[config.mk]
export PLATFORM = sky130hd
export DESIGN_NAME = acr_command
export DESIGN_NICKNAME = d
export VERILOG_FILES = /design/src/acr_pkg.sv /design/src/acr_cal_dac_shift.sv /design/src/acr_trigger_ctl.sv /design/src/acr_command.sv
export SDC_FILE = /design/constraint.sdc
export NUM_CORES = 1
export LEC_CHECK = 0
export BUFFER_PORTS_ARGS = -buffer_cell sky130_fd_sc_hd__buf_2
export CORE_MARGIN = 2
export CORE_UTILIZATION = 49
export DETAILED_ROUTE_END_ITERATION = 16
export PLACE_DENSITY = 0.81
export RECOVER_POWER = 25
export SLEW_MARGIN = 10
export SYNTH_ARGS = -nofsm -noshare
export SYNTH_HDL_FRONTEND = slang
export SYNTH_HIERARCHICAL = 1
export SYNTH_SLANG_ARGS = --single-unit
export TNS_END_PERCENT = 20
[constraint.sdc]
create_clock -name CLK -period 1.3 [get_ports CLK]
set_input_delay 0.065 -clock CLK [delete_from_list [all_inputs] [get_ports CLK]]
set_output_delay 0.065 -clock CLK [all_outputs]
set_load 0.005 [all_outputs]
[src/acr_pkg.sv]
// Constants for the acquisition command register block.
// Assumes a 16-bit board I/O bus with a word-size qualifier on each write.
package acr_pkg;

  // Register map
  localparam logic [4:0] ACR_CMD_OFFSET = 5'h00;
  localparam int unsigned ACR_DATA_W = 16;
  localparam int unsigned ACR_ADDR_W = 5;
  // Lowest implemented bit; bits below are reserved and not stored
  localparam int unsigned ACR_LOW_BIT = 4;

  // Field positions of the command word
  localparam int unsigned ACR_BIT_CAL_STORE_SELECT = 15;
  localparam int unsigned ACR_BIT_SERIAL_OUT_BIT = 14;
  localparam int unsigned ACR_BIT_SERIAL_CLOCK = 13;
  localparam int unsigned ACR_BIT_SEQUENCE_BY_COUNTER = 12;
  localparam int unsigned ACR_BIT_DITHER = 11;
  localparam int unsigned ACR_BIT_CONVERSION_INHIBIT = 10;
  localparam int unsigned ACR_BIT_REARM_LOCKOUT = 9;
  localparam int unsigned ACR_BIT_ACQUISITION_ENABLE = 8;
  localparam int unsigned ACR_BIT_MULTI_CHANNEL_ENABLE = 7;
  localparam int unsigned ACR_BIT_INTERVAL_SCAN_SELECT = 6;
  localparam int unsigned ACR_BIT_WIDE_COUNT_SELECT = 5;
  localparam int unsigned ACR_BIT_SYNC_BUS_TRIGGER_ENABLE = 4;

  // Calibration DAC shift path
  localparam int unsigned ACR_CAL_DAC_W = 8;
  localparam int unsigned ACR_CAL_DAC_N = 2;

  // Idle levels after reset
  localparam logic ACR_EXT_TRIG_IDLE = 1'b1;

  // Acquisition sequencing states
  typedef enum logic [1:0] {
    ACR_IDLE = 2'b00,
    ACR_RUN = 2'b01,
    ACR_HOLD = 2'b10
  } acr_state_e;

endpackage : acr_pkg

[src/acr_cal_dac_shift.sv]
// Shared serial shift path into the calibration DACs with per-DAC load.
// Assumes shift and load strobes are one-cycle pulses on CLK.
`timescale 1ns/1ps
module acr_cal_dac_shift
  import acr_pkg::*;
#(
  parameter int unsigned WIDTH = ACR_CAL_DAC_W
) (
  input wire logic clk,
  input wire logic resetn,
  input wire logic shift,
  input wire logic data,
  input wire logic [ACR_CAL_DAC_N-1:0] load,
  output logic [WIDTH-1:0] dac0_value,
  output logic [WIDTH-1:0] dac1_value
);

  logic [WIDTH-1:0] shreg;
  logic [WIDTH-1:0] next_shreg;
  logic [WIDTH-1:0] next_dac0_value;
  logic [WIDTH-1:0] next_dac1_value;

  ////////////////////////////////////////////////////////////////////////////
  // Shifted bits stay hidden until the matching load strobe
  always_comb begin
    next_shreg = shreg;
    next_dac0_value = dac0_value;
    next_dac1_value = dac1_value;
    if (shift) begin
      next_shreg = {shreg[WIDTH-2:0], data};
    end
    if (load[0]) begin
      next_dac0_value = shreg;
    end
    if (load[1]) begin
      next_dac1_value = shreg;
    end
  end

  always_ff @(posedge clk or negedge resetn) begin
    if (!resetn) begin
      shreg <= '0;
      dac0_value <= '0;
      dac1_value <= '0;
    end else begin
      shreg <= next_shreg;
      dac0_value <= next_dac0_value;
      dac1_value <= next_dac1_value;
    end
  end

endmodule : acr_cal_dac_shift

[src/acr_trigger_ctl.sv]
// Trigger selection and acquisition-in-progress sequencing.
// Assumes all trigger inputs are synchronous to clk.
`timescale 1ns/1ps
module acr_trigger_ctl
  import acr_pkg::*;
(
  input wire logic clk,
  input wire logic resetn,
  input wire logic acquisition_enable,
  input wire logic rearm_lockout,
  input wire logic sync_bus_trigger_enable,
  input wire logic start_strobe,
  input wire logic external_trigger_n,
  input wire logic sync_bus_trigger,
  input wire logic sequence_done,
  input wire logic progress_clear,
  output logic counters_start,
  output logic acquisition_in_progress
);

  acr_state_e state;
  acr_state_e next_state;
  logic ext_prev;
  logic next_ext_prev;
  logic next_counters_start;
  logic ext_fall;
  logic trigger;

  ////////////////////////////////////////////////////////////////////////////
  // Trigger source select, then accept only when idle
  always_comb begin
    next_ext_prev = external_trigger_n;
    ext_fall = ext_prev & ~external_trigger_n;
    if (sync_bus_trigger_enable) begin
      trigger = sync_bus_trigger;
    end else begin
      trigger = start_strobe | ext_fall;
    end
    next_state = state;
    next_counters_start = 1'b0;
    unique case (state)
      ACR_IDLE: begin
        if (trigger && acquisition_enable) begin
          next_counters_start = 1'b1;
          next_state = ACR_RUN;
        end
      end
      ACR_RUN: begin
        if (sequence_done) begin
          // Lockout holds the status until software acknowledges it
          next_state = rearm_lockout ? ACR_HOLD : ACR_IDLE;
        end
      end
      ACR_HOLD: begin
        if (progress_clear) begin
          next_state = ACR_IDLE;
        end
      end
      default: begin
        next_state = ACR_IDLE;
      end
    endcase
  end

  always_ff @(posedge clk or negedge resetn) begin
    if (!resetn) begin
      state <= ACR_IDLE;
      ext_prev <= ACR_EXT_TRIG_IDLE;
      counters_start <= 1'b0;
    end else begin
      state <= next_state;
      ext_prev <= next_ext_prev;
      counters_start <= next_counters_start;
    end
  end

  assign acquisition_in_progress = (state != ACR_IDLE);

endmodule : acr_trigger_ctl

[src/acr_command.sv]
// Acquisition command register: write-only control word at offset zero.
// Assumes a synchronous board I/O write strobe and word-size qualifier.
// Assumes the status and counter logic around it consume the pulse outputs.
//
// What this block does
// - Register is a 16-bit write-only word at I/O offset zero.
// - Contents undefined at power up, untouched by reset; software initialises.
// - Bit 15 one asserts the calibration store chip select.
// - Bit 14 is the shared serial data line.
// - Rising bit 13 shifts data into store when selected, always into DACs.
// - With store select low, serial clock toggles do not reach the store.
// - Shifted DAC bits only appear after that DAC's load strobe.
// - Bit 12 picks channel memory advance: counter 1 or each conversion.
// - Bit 11 enables half-LSB dither noise on the selected input.
// - Bit 10 one suppresses all internal and external conversions.
// - Bit 9 holds off new triggers until progress status is cleared.
// - Bit 8 lets start strobe or external trigger start the counters.
// - Bit 7 with enable steps channels; clear samples one channel.
// - Scan step output is active only while scan enable is one.
// - Bit 6 runs one scan per interval; clear repeats back to back.
// - Bit 5 chains counters 4 and 5 into a 32-bit count.
// - Bit 4 takes triggers from the sync bus, disabling local sources.
// - External trigger acts on its falling edge.
`timescale 1ns/1ps
module acr_command
  import acr_pkg::*;
#(
  parameter int unsigned CAL_DAC_W = ACR_CAL_DAC_W
) (
  input wire logic CLK,
  input wire logic RESETN,
  // Board I/O write port
  input wire logic [ACR_ADDR_W-1:0] IO_ADDR,
  input wire logic [ACR_DATA_W-1:0] IO_WDATA,
  input wire logic IO_WR,
  input wire logic IO_WORD,
  // Calibration serial lines
  output logic CAL_STORE_SELECT,
  output logic SERIAL_OUT_BIT,
  output logic CAL_STORE_CLOCK,
  output logic CAL_DAC_SHIFT,
  input wire logic [ACR_CAL_DAC_N-1:0] CAL_DAC_LOAD,
  output logic [CAL_DAC_W-1:0] CAL_DAC0_VALUE,
  output logic [CAL_DAC_W-1:0] CAL_DAC1_VALUE,
  // Analog front end
  output logic DITHER_ENABLE,
  input wire logic CONVERT_REQUEST,
  output logic CONVERT_START,
  // Channel sequencing and scanning
  input wire logic COUNTER1_TICK,
  output logic CHANNEL_ADVANCE,
  output logic SCAN_STEP_OUTPUT,
  input wire logic SCAN_INTERVAL_TICK,
  input wire logic SCAN_CYCLE_END,
  output logic SCAN_CYCLE_GATE,
  // Conversion counting
  input wire logic COUNTER4_TC,
  input wire logic COUNTER5_TC,
  output logic WIDE_COUNT_SELECT,
  output logic COUNTER5_ENABLE,
  // Triggering
  input wire logic START_STROBE,
  input wire logic EXTERNAL_TRIGGER_N,
  input wire logic SYNC_BUS_TRIGGER,
  input wire logic PROGRESS_CLEAR,
  output logic COUNTERS_START,
  output logic ACQUISITION_IN_PROGRESS
);

  ////////////////////////////////////////////////////////////////////////////
  // Command word storage
  // Software must load every held bit once after power up; until then the
  // outputs that copy the word are unknown

  logic [ACR_DATA_W-1:ACR_LOW_BIT] cmd;
  logic [ACR_DATA_W-1:ACR_LOW_BIT] next_cmd;
  logic cmd_write;

  // Only a word write to offset zero is taken; byte access is invalid here
  // A byte write to this word leaves every held bit untouched
  always_comb begin
    cmd_write = IO_WR && IO_WORD && (IO_ADDR == ACR_CMD_OFFSET);
    next_cmd = cmd;
    if (cmd_write) begin
      // Reserved low bits are dropped, software keeps them zero
      next_cmd = IO_WDATA[ACR_DATA_W-1:ACR_LOW_BIT];
    end
  end

  // No reset on purpose: the word survives a board reset
  always_ff @(posedge CLK) begin
    cmd <= next_cmd;
  end

  // Named views of the fields
  // One name per field keeps the bit positions in the package only
  logic f_store_sel;
  logic f_serial_bit;
  logic f_sclk;
  logic f_seq_by_ctr;
  logic f_dither;
  logic f_inhibit;
  logic f_lockout;
  logic f_acq_en;
  logic f_multi;
  logic f_interval;
  logic f_wide;
  logic f_sync_trig;

  // Pure wiring, kept as one process so every view has a single driver
  always_comb begin
    f_store_sel = cmd[ACR_BIT_CAL_STORE_SELECT];
    f_serial_bit = cmd[ACR_BIT_SERIAL_OUT_BIT];
    f_sclk = cmd[ACR_BIT_SERIAL_CLOCK];
    f_seq_by_ctr = cmd[ACR_BIT_SEQUENCE_BY_COUNTER];
    f_dither = cmd[ACR_BIT_DITHER];
    f_inhibit = cmd[ACR_BIT_CONVERSION_INHIBIT];
    f_lockout = cmd[ACR_BIT_REARM_LOCKOUT];
    f_acq_en = cmd[ACR_BIT_ACQUISITION_ENABLE];
    f_multi = cmd[ACR_BIT_MULTI_CHANNEL_ENABLE];
    f_interval = cmd[ACR_BIT_INTERVAL_SCAN_SELECT];
    f_wide = cmd[ACR_BIT_WIDE_COUNT_SELECT];
    f_sync_trig = cmd[ACR_BIT_SYNC_BUS_TRIGGER_ENABLE];
  end

  ////////////////////////////////////////////////////////////////////////////
  // Serial calibration lines

  logic sclk_prev;
  logic next_sclk_prev;
  logic next_store_clock;
  logic next_dac_shift;
  logic sclk_rise;

  // Edge of the software-driven clock bit; the store only sees it while selected
  // The store clock copies the bit level; the DACs want a single-cycle shift
  // strobe, so only they see the edge detector
  always_comb begin
    next_sclk_prev = f_sclk;
    sclk_rise = f_sclk & ~sclk_prev;
    next_store_clock = f_sclk & f_store_sel;
    next_dac_shift = sclk_rise;
  end

  // Follows the word without a reset: the word survives a reset, so a reset
  // that cleared this copy could fake a rising clock bit and shift the DACs
  always_ff @(posedge CLK) begin
    sclk_prev <= next_sclk_prev;
  end

  // Output flops keep the store clock and shift strobe free of decode glitches
  always_ff @(posedge CLK or negedge RESETN) begin
    if (!RESETN) begin
      CAL_STORE_CLOCK <= 1'b0;
      CAL_DAC_SHIFT <= 1'b0;
    end else begin
      CAL_STORE_CLOCK <= next_store_clock;
      CAL_DAC_SHIFT <= next_dac_shift;
    end
  end

  // Select and data straight from the held word
  // Plain wires: no added delay between a word write and the serial pins
  assign CAL_STORE_SELECT = f_store_sel;
  assign SERIAL_OUT_BIT = f_serial_bit;
  assign DITHER_ENABLE = f_dither;
  assign WIDE_COUNT_SELECT = f_wide;

  // Shift path and load strobes live in their own small block
  acr_cal_dac_shift #(
    .WIDTH(CAL_DAC_W)
  ) u_cal_dac (
    .clk(CLK),
    .resetn(RESETN),
    .shift(CAL_DAC_SHIFT),
    .data(f_serial_bit),
    .load(CAL_DAC_LOAD),
    .dac0_value(CAL_DAC0_VALUE),
    .dac1_value(CAL_DAC1_VALUE)
  );

  ////////////////////////////////////////////////////////////////////////////
  // Conversion gating and channel sequencing

  logic next_convert_start;
  logic next_channel_advance;
  logic next_scan_step;
  logic conv_go;

  // Inhibit blocks every request, whatever its source
  // Limitation: a request that meets a write of the inhibit bit in the same
  // cycle is judged against the old word
  always_comb begin
    conv_go = CONVERT_REQUEST & ~f_inhibit;
    next_convert_start = conv_go;
    next_channel_advance = 1'b0;
    if (f_acq_en && f_multi) begin
      if (f_seq_by_ctr) begin
        next_channel_advance = COUNTER1_TICK;
      end else begin
        next_channel_advance = conv_go;
      end
    end
    // Connector scan clock only runs with scanning on
    next_scan_step = f_multi & next_channel_advance;
  end

  always_ff @(posedge CLK or negedge RESETN) begin
    if (!RESETN) begin
      CONVERT_START <= 1'b0;
      CHANNEL_ADVANCE <= 1'b0;
      SCAN_STEP_OUTPUT <= 1'b0;
    end else begin
      CONVERT_START <= next_convert_start;
      CHANNEL_ADVANCE <= next_channel_advance;
      SCAN_STEP_OUTPUT <= next_scan_step;
    end
  end

  ////////////////////////////////////////////////////////////////////////////
  // Scan cycle pacing

  logic scan_armed;
  logic next_scan_armed;
  logic next_scan_gate;

  // Interval mode waits for the interval tick before each cycle;
  // continuous mode keeps the gate open so cycles follow back to back
  // Leaving interval mode disarms at once, so a stale tick cannot open
  // the gate when the mode comes back
  always_comb begin
    next_scan_armed = scan_armed;
    if (!(f_acq_en && f_multi && f_interval)) begin
      next_scan_armed = 1'b0;
    end else if (SCAN_INTERVAL_TICK) begin
      next_scan_armed = 1'b1;
    end else if (SCAN_CYCLE_END) begin
      next_scan_armed = 1'b0;
    end
    if (f_acq_en && f_multi) begin
      next_scan_gate = f_interval ? next_scan_armed : 1'b1;
    end else begin
      next_scan_gate = 1'b0;
    end
  end

  always_ff @(posedge CLK or negedge RESETN) begin
    if (!RESETN) begin
      scan_armed <= 1'b0;
      SCAN_CYCLE_GATE <= 1'b0;
    end else begin
      scan_armed <= next_scan_armed;
      SCAN_CYCLE_GATE <= next_scan_gate;
    end
  end

  ////////////////////////////////////////////////////////////////////////////
  // Conversion count width

  logic next_ctr5_enable;
  logic count_done;

  // Counter 5 only counts the carries of counter 4 in wide mode
  // In narrow mode counter 5 stays frozen, so it carries no stale count
  // into a later wide run
  always_comb begin
    next_ctr5_enable = f_wide & COUNTER4_TC;
    count_done = f_wide ? COUNTER5_TC : COUNTER4_TC;
  end

  always_ff @(posedge CLK or negedge RESETN) begin
    if (!RESETN) begin
      COUNTER5_ENABLE <= 1'b0;
    end else begin
      COUNTER5_ENABLE <= next_ctr5_enable;
    end
  end

  ////////////////////////////////////////////////////////////////////////////
  // Triggering and progress status
  // The word is write-only, so progress is reported on its own pin for the
  // status path elsewhere on the board

  acr_trigger_ctl u_trigger (
    .clk(CLK),
    .resetn(RESETN),
    .acquisition_enable(f_acq_en),
    .rearm_lockout(f_lockout),
    .sync_bus_trigger_enable(f_sync_trig),
    .start_strobe(START_STROBE),
    .external_trigger_n(EXTERNAL_TRIGGER_N),
    .sync_bus_trigger(SYNC_BUS_TRIGGER),
    .sequence_done(count_done),
    .progress_clear(PROGRESS_CLEAR),
    .counters_start(COUNTERS_START),
    .acquisition_in_progress(ACQUISITION_IN_PROGRESS)
  );

endmodule : acr_command

# Word-level counts from Yosys, hierarchy flattened
# Cells that the tools add are included.
# totals
register_bits,49
# op_classes
n_eq_ne,5
mux,16
bitwise,10
n_reduce_logical,9
# op_table
cell,count
$mux 1,11
$mux 2,4
$and 1x1->1,6
$pmux 2 s3,1
$logic_and 1x1->1,5
$logic_not 5->1,1
$ne 2x2->1 const B,2
$not 1->1,3
$reduce_and 3->1,1
$eq 2x1->1 const B,1
$eq 2x2->1 const B,1
$logic_not 2->1,1
$ne 2x1->1 const B,1
$reduce_bool 2->1,1
$or 1x1->1,1

# Longest topological paths before layout
# logic_depth
ltp_word,7
ltp_mapped,3

# Hierarchy
# The synthesis kept the hierarchy.
# modules_own_cells
module,instances,cells_each,area_each_um2,seq_area_each_um2
acr_cal_dac_shift,1,51,994.7,600.6
acr_command,1,39,694.4,580.6
acr_trigger_ctl,1,16,206.4,101.3

# Worst setup path after synthesis
# OpenSTA, ideal clock, no wires.
# synth_path
path_type,input to register
startpoint,in IO_ADDR[0]
endpoint,"reg cmd[10] in the netlist's numbering, enable pin"
setup_ns,0.379
arrival_ns,1.148
required_time_ns,0.921
setup_slack_ns,-0.228
path_stages,2
cell_sequence,or4_4 > nor3_2
# synth_via
elab_chain_len,2
# synth_lines
element,line,rtl
"start, declared",acr_command.sv:33,"input wire logic [ACR_ADDR_W-1:0] IO_ADDR,"
$logic_not 5->1,acr_command.sv:82,cmd_write = IO_WR && IO_WORD && (IO_ADDR == ACR_CMD_OFFSET);
$logic_and 1x1->1,acr_command.sv:82,
net cmd_write,acr_command.sv:77,logic cmd_write;
"end signal, assigned",acr_command.sv:92,cmd <= next_cmd;
"end, declared",acr_command.sv:75,logic [ACR_DATA_W-1:ACR_LOW_BIT] cmd;
# The timed path passes the listed nets, and every way through them passes these cells.
# A chain may end at the register's enable or synchronous reset.

# Worst setup path in the final report
# layout_path
startpoint,reg CAL_DAC_SHIFT
endpoint,out CAL_DAC_SHIFT
# layout_lines
element,line,rtl
"start, declared",acr_command.sv:41,"output logic CAL_DAC_SHIFT,"
"start signal, assigned",acr_command.sv:158,CAL_DAC_SHIFT <= next_dac_shift;
# No word-level cell between the ends.

==> impl_results.html <==
<table>
<tr><th>Metric</th><th>Value</th></tr>
<tr><th colspan="2">Run status</th></tr>
<tr><td>Status</td><td>finished clean</td></tr>
<tr><th colspan="2">Power</th></tr>
<tr><td>Maximum ir drop on the vdd rail</td><td>870 uV</td></tr>
<tr><td>Overall power</td><td>2.87 mW</td></tr>
<tr><td>Leak Pwr</td><td>1.21 nW</td></tr>
<tr><td>Power Dens Cells</td><td>1150 nW/um^2</td></tr>
<tr><th colspan="2">Synth</th></tr>
<tr><td>Sequential fraction of the synthesis area</td><td>67.7%</td></tr>
<tr><td>Number of distinct library cell variants in the gate-level netlist after synthesis</td><td>24</td></tr>
<tr><td>Largest family of logic cells by synthesized area</td><td>multiplexers</td></tr>
<tr><td>Largest area contributor in the netlist</td><td>dfrtp_1</td></tr>
<tr><td>Share of synthesized registers carrying an async set or reset</td><td>73.5%</td></tr>
<tr><td>Multiplexer share of the synthesized area</td><td>19.6%</td></tr>
<tr><td>Post-synthesis simple-gate area fraction</td><td>7.79%</td></tr>
<tr><td>Total standard cell area after synthesis</td><td>1900 sq um</td></tr>
<tr><td>Syn nets</td><td>143</td></tr>
<tr><td>Post-Syn Instances</td><td>106</td></tr>
<tr><td>Compound-gate portion of the synthesized area</td><td>2.97%</td></tr>
<tr><td>Number of warning messages in the yosys log</td><td>6</td></tr>
<tr><td>Post-synth EDFFs</td><td>12</td></tr>
<tr><td>Ys flop type</td><td>dfrtp_1</td></tr>
<tr><td>Number of synthesized register bits</td><td>49</td></tr>
<tr><td>Main area contributors after synthesis</td><td>dfrtp_1, edfxtp_1, mux2_4, buf_6, nor2b_4</td></tr>
<tr><td>Top cells by count, synth</td><td>dfrtp_1, mux2_4, edfxtp_1</td></tr>
<tr><td>Synthesized area per cell</td><td>17.9 sq um</td></tr>
<tr><td>Most instantiated library cell after synthesis</td><td>dfrtp_1</td></tr>
<tr><td>Adder-cell share of the synthesized area</td><td>0%</td></tr>
<tr><td>Fraction of post-synthesis cell area in the top cell type by area</td><td>46.2%</td></tr>
<tr><td>Xor-xnor portion of the synthesized cell area</td><td>0%</td></tr>
<tr><th colspan="2">Setup path</th></tr>
<tr><td>Launch point of the critical path</td><td>CAL_DAC_SHIFT</td></tr>
<tr><td>Endpoint of the most critical register-to-register path</td><td>u_trigger/state[0]</td></tr>
<tr><td>Kind of start point of the critical path</td><td>register</td></tr>
<tr><td>Startpoint-to-endpoint class of the critical path</td><td>reg -&gt; out</td></tr>
<tr><td>Maximum cell stage delay along the critical path</td><td>0.63 ns</td></tr>
<tr><td>R2r worst-path depth</td><td>3</td></tr>
<tr><td>Critical Path End Type</td><td>primary output</td></tr>
<tr><td>Endpoint required time on the critical path</td><td>1.24 ns</td></tr>
<tr><td>CP bufs+invs</td><td>1</td></tr>
<tr><td>R2r startpoint</td><td>cmd[5]</td></tr>
<tr><td>Cell depth of the worst setup path</td><td>1</td></tr>
<tr><td>Slowest cell on crit path</td><td>dfrtp_1</td></tr>
<tr><td>Worst endpoint data arrival time</td><td>1.11 ns</td></tr>
<tr><td>Top fanout value on the critical path</td><td>9</td></tr>
<tr><td>Destination of the critical timing path</td><td>CAL_DAC_SHIFT</td></tr>
<tr><td>Crit path max-delay family</td><td>flip-flops</td></tr>
<tr><td>Worst-case register-to-register setup slack</td><td>0.16 ns</td></tr>
<tr><td>Worst path cell trace</td><td>buf_2</td></tr>
<tr><th colspan="2">Floorplanning</th></tr>
<tr><td>Starting Density</td><td>51.4%</td></tr>
<tr><td>Row count</td><td>22</td></tr>
<tr><td>Die Footprint</td><td>4380 sq um</td></tr>
<tr><td>Core Area</td><td>3690 sq um</td></tr>
<tr><td>Count of pins on the block boundary</td><td>66</td></tr>
<tr><td>Vertical die dimension</td><td>66.2 um</td></tr>
<tr><td>Die Width</td><td>66.2 um</td></tr>
<tr><th colspan="2">Route</th></tr>
<tr><td>Number of optimization iterations in the first detailed-route pass</td><td>4</td></tr>
<tr><td>Post-detailed-route wirelength per cell</td><td>14.3 um</td></tr>
<tr><td>DRC violations left</td><td>0</td></tr>
<tr><td>Final routed wirelength across all metal layers</td><td>3410 um</td></tr>
<tr><td>Via count</td><td>1148</td></tr>
<tr><td>Number of DRC markers in iteration 0</td><td>36</td></tr>
<tr><td>Routed via count divided by cell count</td><td>4.82</td></tr>
<tr><td>Antenna-violating nets left</td><td>0</td></tr>
<tr><th colspan="2">Finish</th></tr>
<tr><td>Register cell area after layout</td><td>1280 sq um</td></tr>
<tr><td>Fillers</td><td>265</td></tr>
<tr><td>Area delta synth-&gt;final</td><td>31.7%</td></tr>
<tr><td>Antenna Diode Count</td><td>0</td></tr>
<tr><td>Final Net Count</td><td>226</td></tr>
<tr><td>Fraction of layout instances using a drive strength above 1</td><td>52.1%</td></tr>
<tr><td>Final Instance Area</td><td>2500 sq um</td></tr>
<tr><td>Multi-input logic area</td><td>582 sq um</td></tr>
<tr><th colspan="2">Timing</th></tr>
<tr><td>Worst Skew</td><td>0.00670 ns</td></tr>
<tr><td>PnR worst setup slack</td><td>0.121 ns</td></tr>
<tr><td>Final total negative setup slack</td><td>0 ns</td></tr>
<tr><td>FMAX</td><td>848 MHz</td></tr>
<tr><td>Measured slew at the worst slew-check pin</td><td>0.458 ns</td></tr>
<tr><td>Max_slew headroom</td><td>69.5%</td></tr>
<tr><td>Final critical path time including I/O delays and setup</td><td>1.18 ns</td></tr>
<tr><td>Unrepaired setup endpoints after global routing</td><td>no</td></tr>
<tr><td>Fin. max-slew vios</td><td>0</td></tr>
<tr><td>Final critical-path share of the clock period</td><td>90.7%</td></tr>
<tr><td>Setup-failing EPs final</td><td>0</td></tr>
<tr><td>Hold violation count in the final report</td><td>0</td></tr>
<tr><th colspan="2">Place</th></tr>
<tr><td>Worst slack after detailed placement</td><td>-0.0642 ns</td></tr>
<tr><td>Half-perimeter wire length after detailed placement</td><td>2370 um</td></tr>
<tr><td>I/O Buffers</td><td>61</td></tr>
<tr><td>Final weighted congestion in routability-driven placement</td><td>0.744</td></tr>
<tr><td>Cell area after placement</td><td>2270 sq um</td></tr>
<tr><th colspan="2">Clock network</th></tr>
<tr><td>CTS H-tree lvls</td><td>2</td></tr>
<tr><td>TritonCTS clock tree</td><td>yes</td></tr>
<tr><td>Clock root buffer master</td><td>clkbuf_8</td></tr>
<tr><td>Worst-skew pair later-pin latency</td><td>0.29 ns</td></tr>
<tr><td>TritonCTS buffer count</td><td>5</td></tr>
<tr><td>Post-CTS resize count</td><td>0</td></tr>
<tr><td>Buffer levels on the longest clock path</td><td>2</td></tr>
<tr><td>CTS Sinks</td><td>49</td></tr>
<tr><td>Clock Pin Slew Worst Setup and Hold Paths</td><td>0.08 ns</td></tr>
<tr><th colspan="2">GRT</th></tr>
<tr><td>Initial antenna violation count</td><td>0</td></tr>
<tr><td>Global route total overflow</td><td>0</td></tr>
<tr><td>Global-route wire length before repair</td><td>5530 um</td></tr>
<tr><td>Total routing resource utilization after global routing</td><td>17.4%</td></tr>
<tr><td>Pin count of the biggest net entering global routing</td><td>19</td></tr>
<tr><td>Via count of the first global-routing pass</td><td>1163</td></tr>
<tr><th colspan="2">Flow run</th></tr>
<tr><td>Max-cap check violation count</td><td>0</td></tr>
<tr><th colspan="2">Hold path</th></tr>
<tr><td>Worst hold path class</td><td>in -&gt; reg</td></tr>
</table>
[state kept, by name, summed over array words and instances (netlist names)]
| name | count |
|---|---|
| u_trigger/counters_start | 1 |
| sclk_prev | 1 |
| scan_armed | 1 |
| u_cal_dac/dac0_value | 8 |
| u_cal_dac/shreg | 8 |
| CHANNEL_ADVANCE | 1 |
| CAL_DAC_SHIFT | 1 |
| COUNTER5_ENABLE | 1 |
| u_trigger/ext_prev | 1 |
| u_cal_dac/dac1_value | 8 |
| SCAN_CYCLE_GATE | 1 |
| cmd | 12 |
| u_trigger/state | 2 |
| SCAN_STEP_OUTPUT | 1 |
| CONVERT_START | 1 |
| CAL_STORE_CLOCK | 1 |
[per-layer routing]
layer  track usage (%)  wire [um]  share of wire [%]  vias to the layer above
li1                  -          -                  -                      539
met3              6.47        270                7.9                        0
met4              3.83          0                  0                        0
met1              20.9       1360                 40                      554
met2              29.8       1780                 52                       55
met5                 0          0                  0                        -
[placed cells by master, fill, tap and decap left out, types with 2 or more instances in the layout]
cell	count
clkbuf_8	5
a21oi_1	3
dlygate4sd3_1	15
mux2_4	24
clkbuf_1	4
buf_4	2
nor2b_1	2
edfxtp_1	12
nand2_1	5
dfrtp_1	35
nor2b_4	2
nand2b_1	3
nor2_1	2
buf_2	60
and2_1	2
[per-stage QoR]
stage	hold WS (ns)	util [%]	instances
finish	0.00835	67.7	238
CTS	0.00161	67.7	238
global route	0.0159	67.7	238
floorplan	-0.231	-	106
detailed placement	0.0200	61.5	215
global placement	0.00590	61.5	215
[worst reg2reg max path: cells and delay by family, from the launching register on]
kind,cells,cell delay (ns)
muxes,1,0.35
and+or+nand+nor,1,0.16
DFF,1,0.43
AOI/OAI and AO/OA,1,0.13
[worst min path at each step]
| stage | slack (ns) | endpoint | depth (start not counted) | startpoint |
|---|---|---|---|---|
| finish | 0.008 | u_trigger/state[1] | 4 | PROGRESS_CLEAR |
| global route | 0.02 | u_trigger/state[1] | 4 | PROGRESS_CLEAR |
| CTS | 0.002 | u_trigger/state[1] | 4 | PROGRESS_CLEAR |
| detailed placement | 0.02 | u_cal_dac/dac0_value[4] | 1 | RESETN |
| global placement | 0.006 | u_cal_dac/dac0_value[4] | 1 | RESETN |
| floorplan | -0.23 | CAL_DAC_SHIFT | 0 | RESETN |
[cells by family (layout without fill, tap and decap cells)]
family          Yosys count  after routing
buf+inv                   4             88
flops                    49             49
mux                      25             25
compound gates            6              6
simple gates             22             22
[where the power goes]
part	switching (mW)	internal [mW]	leakage (nW)	total (mW)
Clock	0.435	0.382	0.0395	0.818
Sequential	0.0553	1.65	0.560	1.71
Combinational	0.120	0.218	0.609	0.339
[cell type report]
class                           instances  share of cell area (%)
Tap cell                               48                    2.40
Inverter                                1                   0.150
Clock buffer                            8                    3.21
Sequential cell                        49                    51.4
Timing Repair Buffer                   79                    19.6
Multi-Input combinational cell         53                    23.3
[what timing repair did]
action                    in CTS  in global routing
buffers inserted               0                  0
hold buffers                  15                  0
hold endpoints to repair      29                  0
Power figures use the tool's default switching activity.
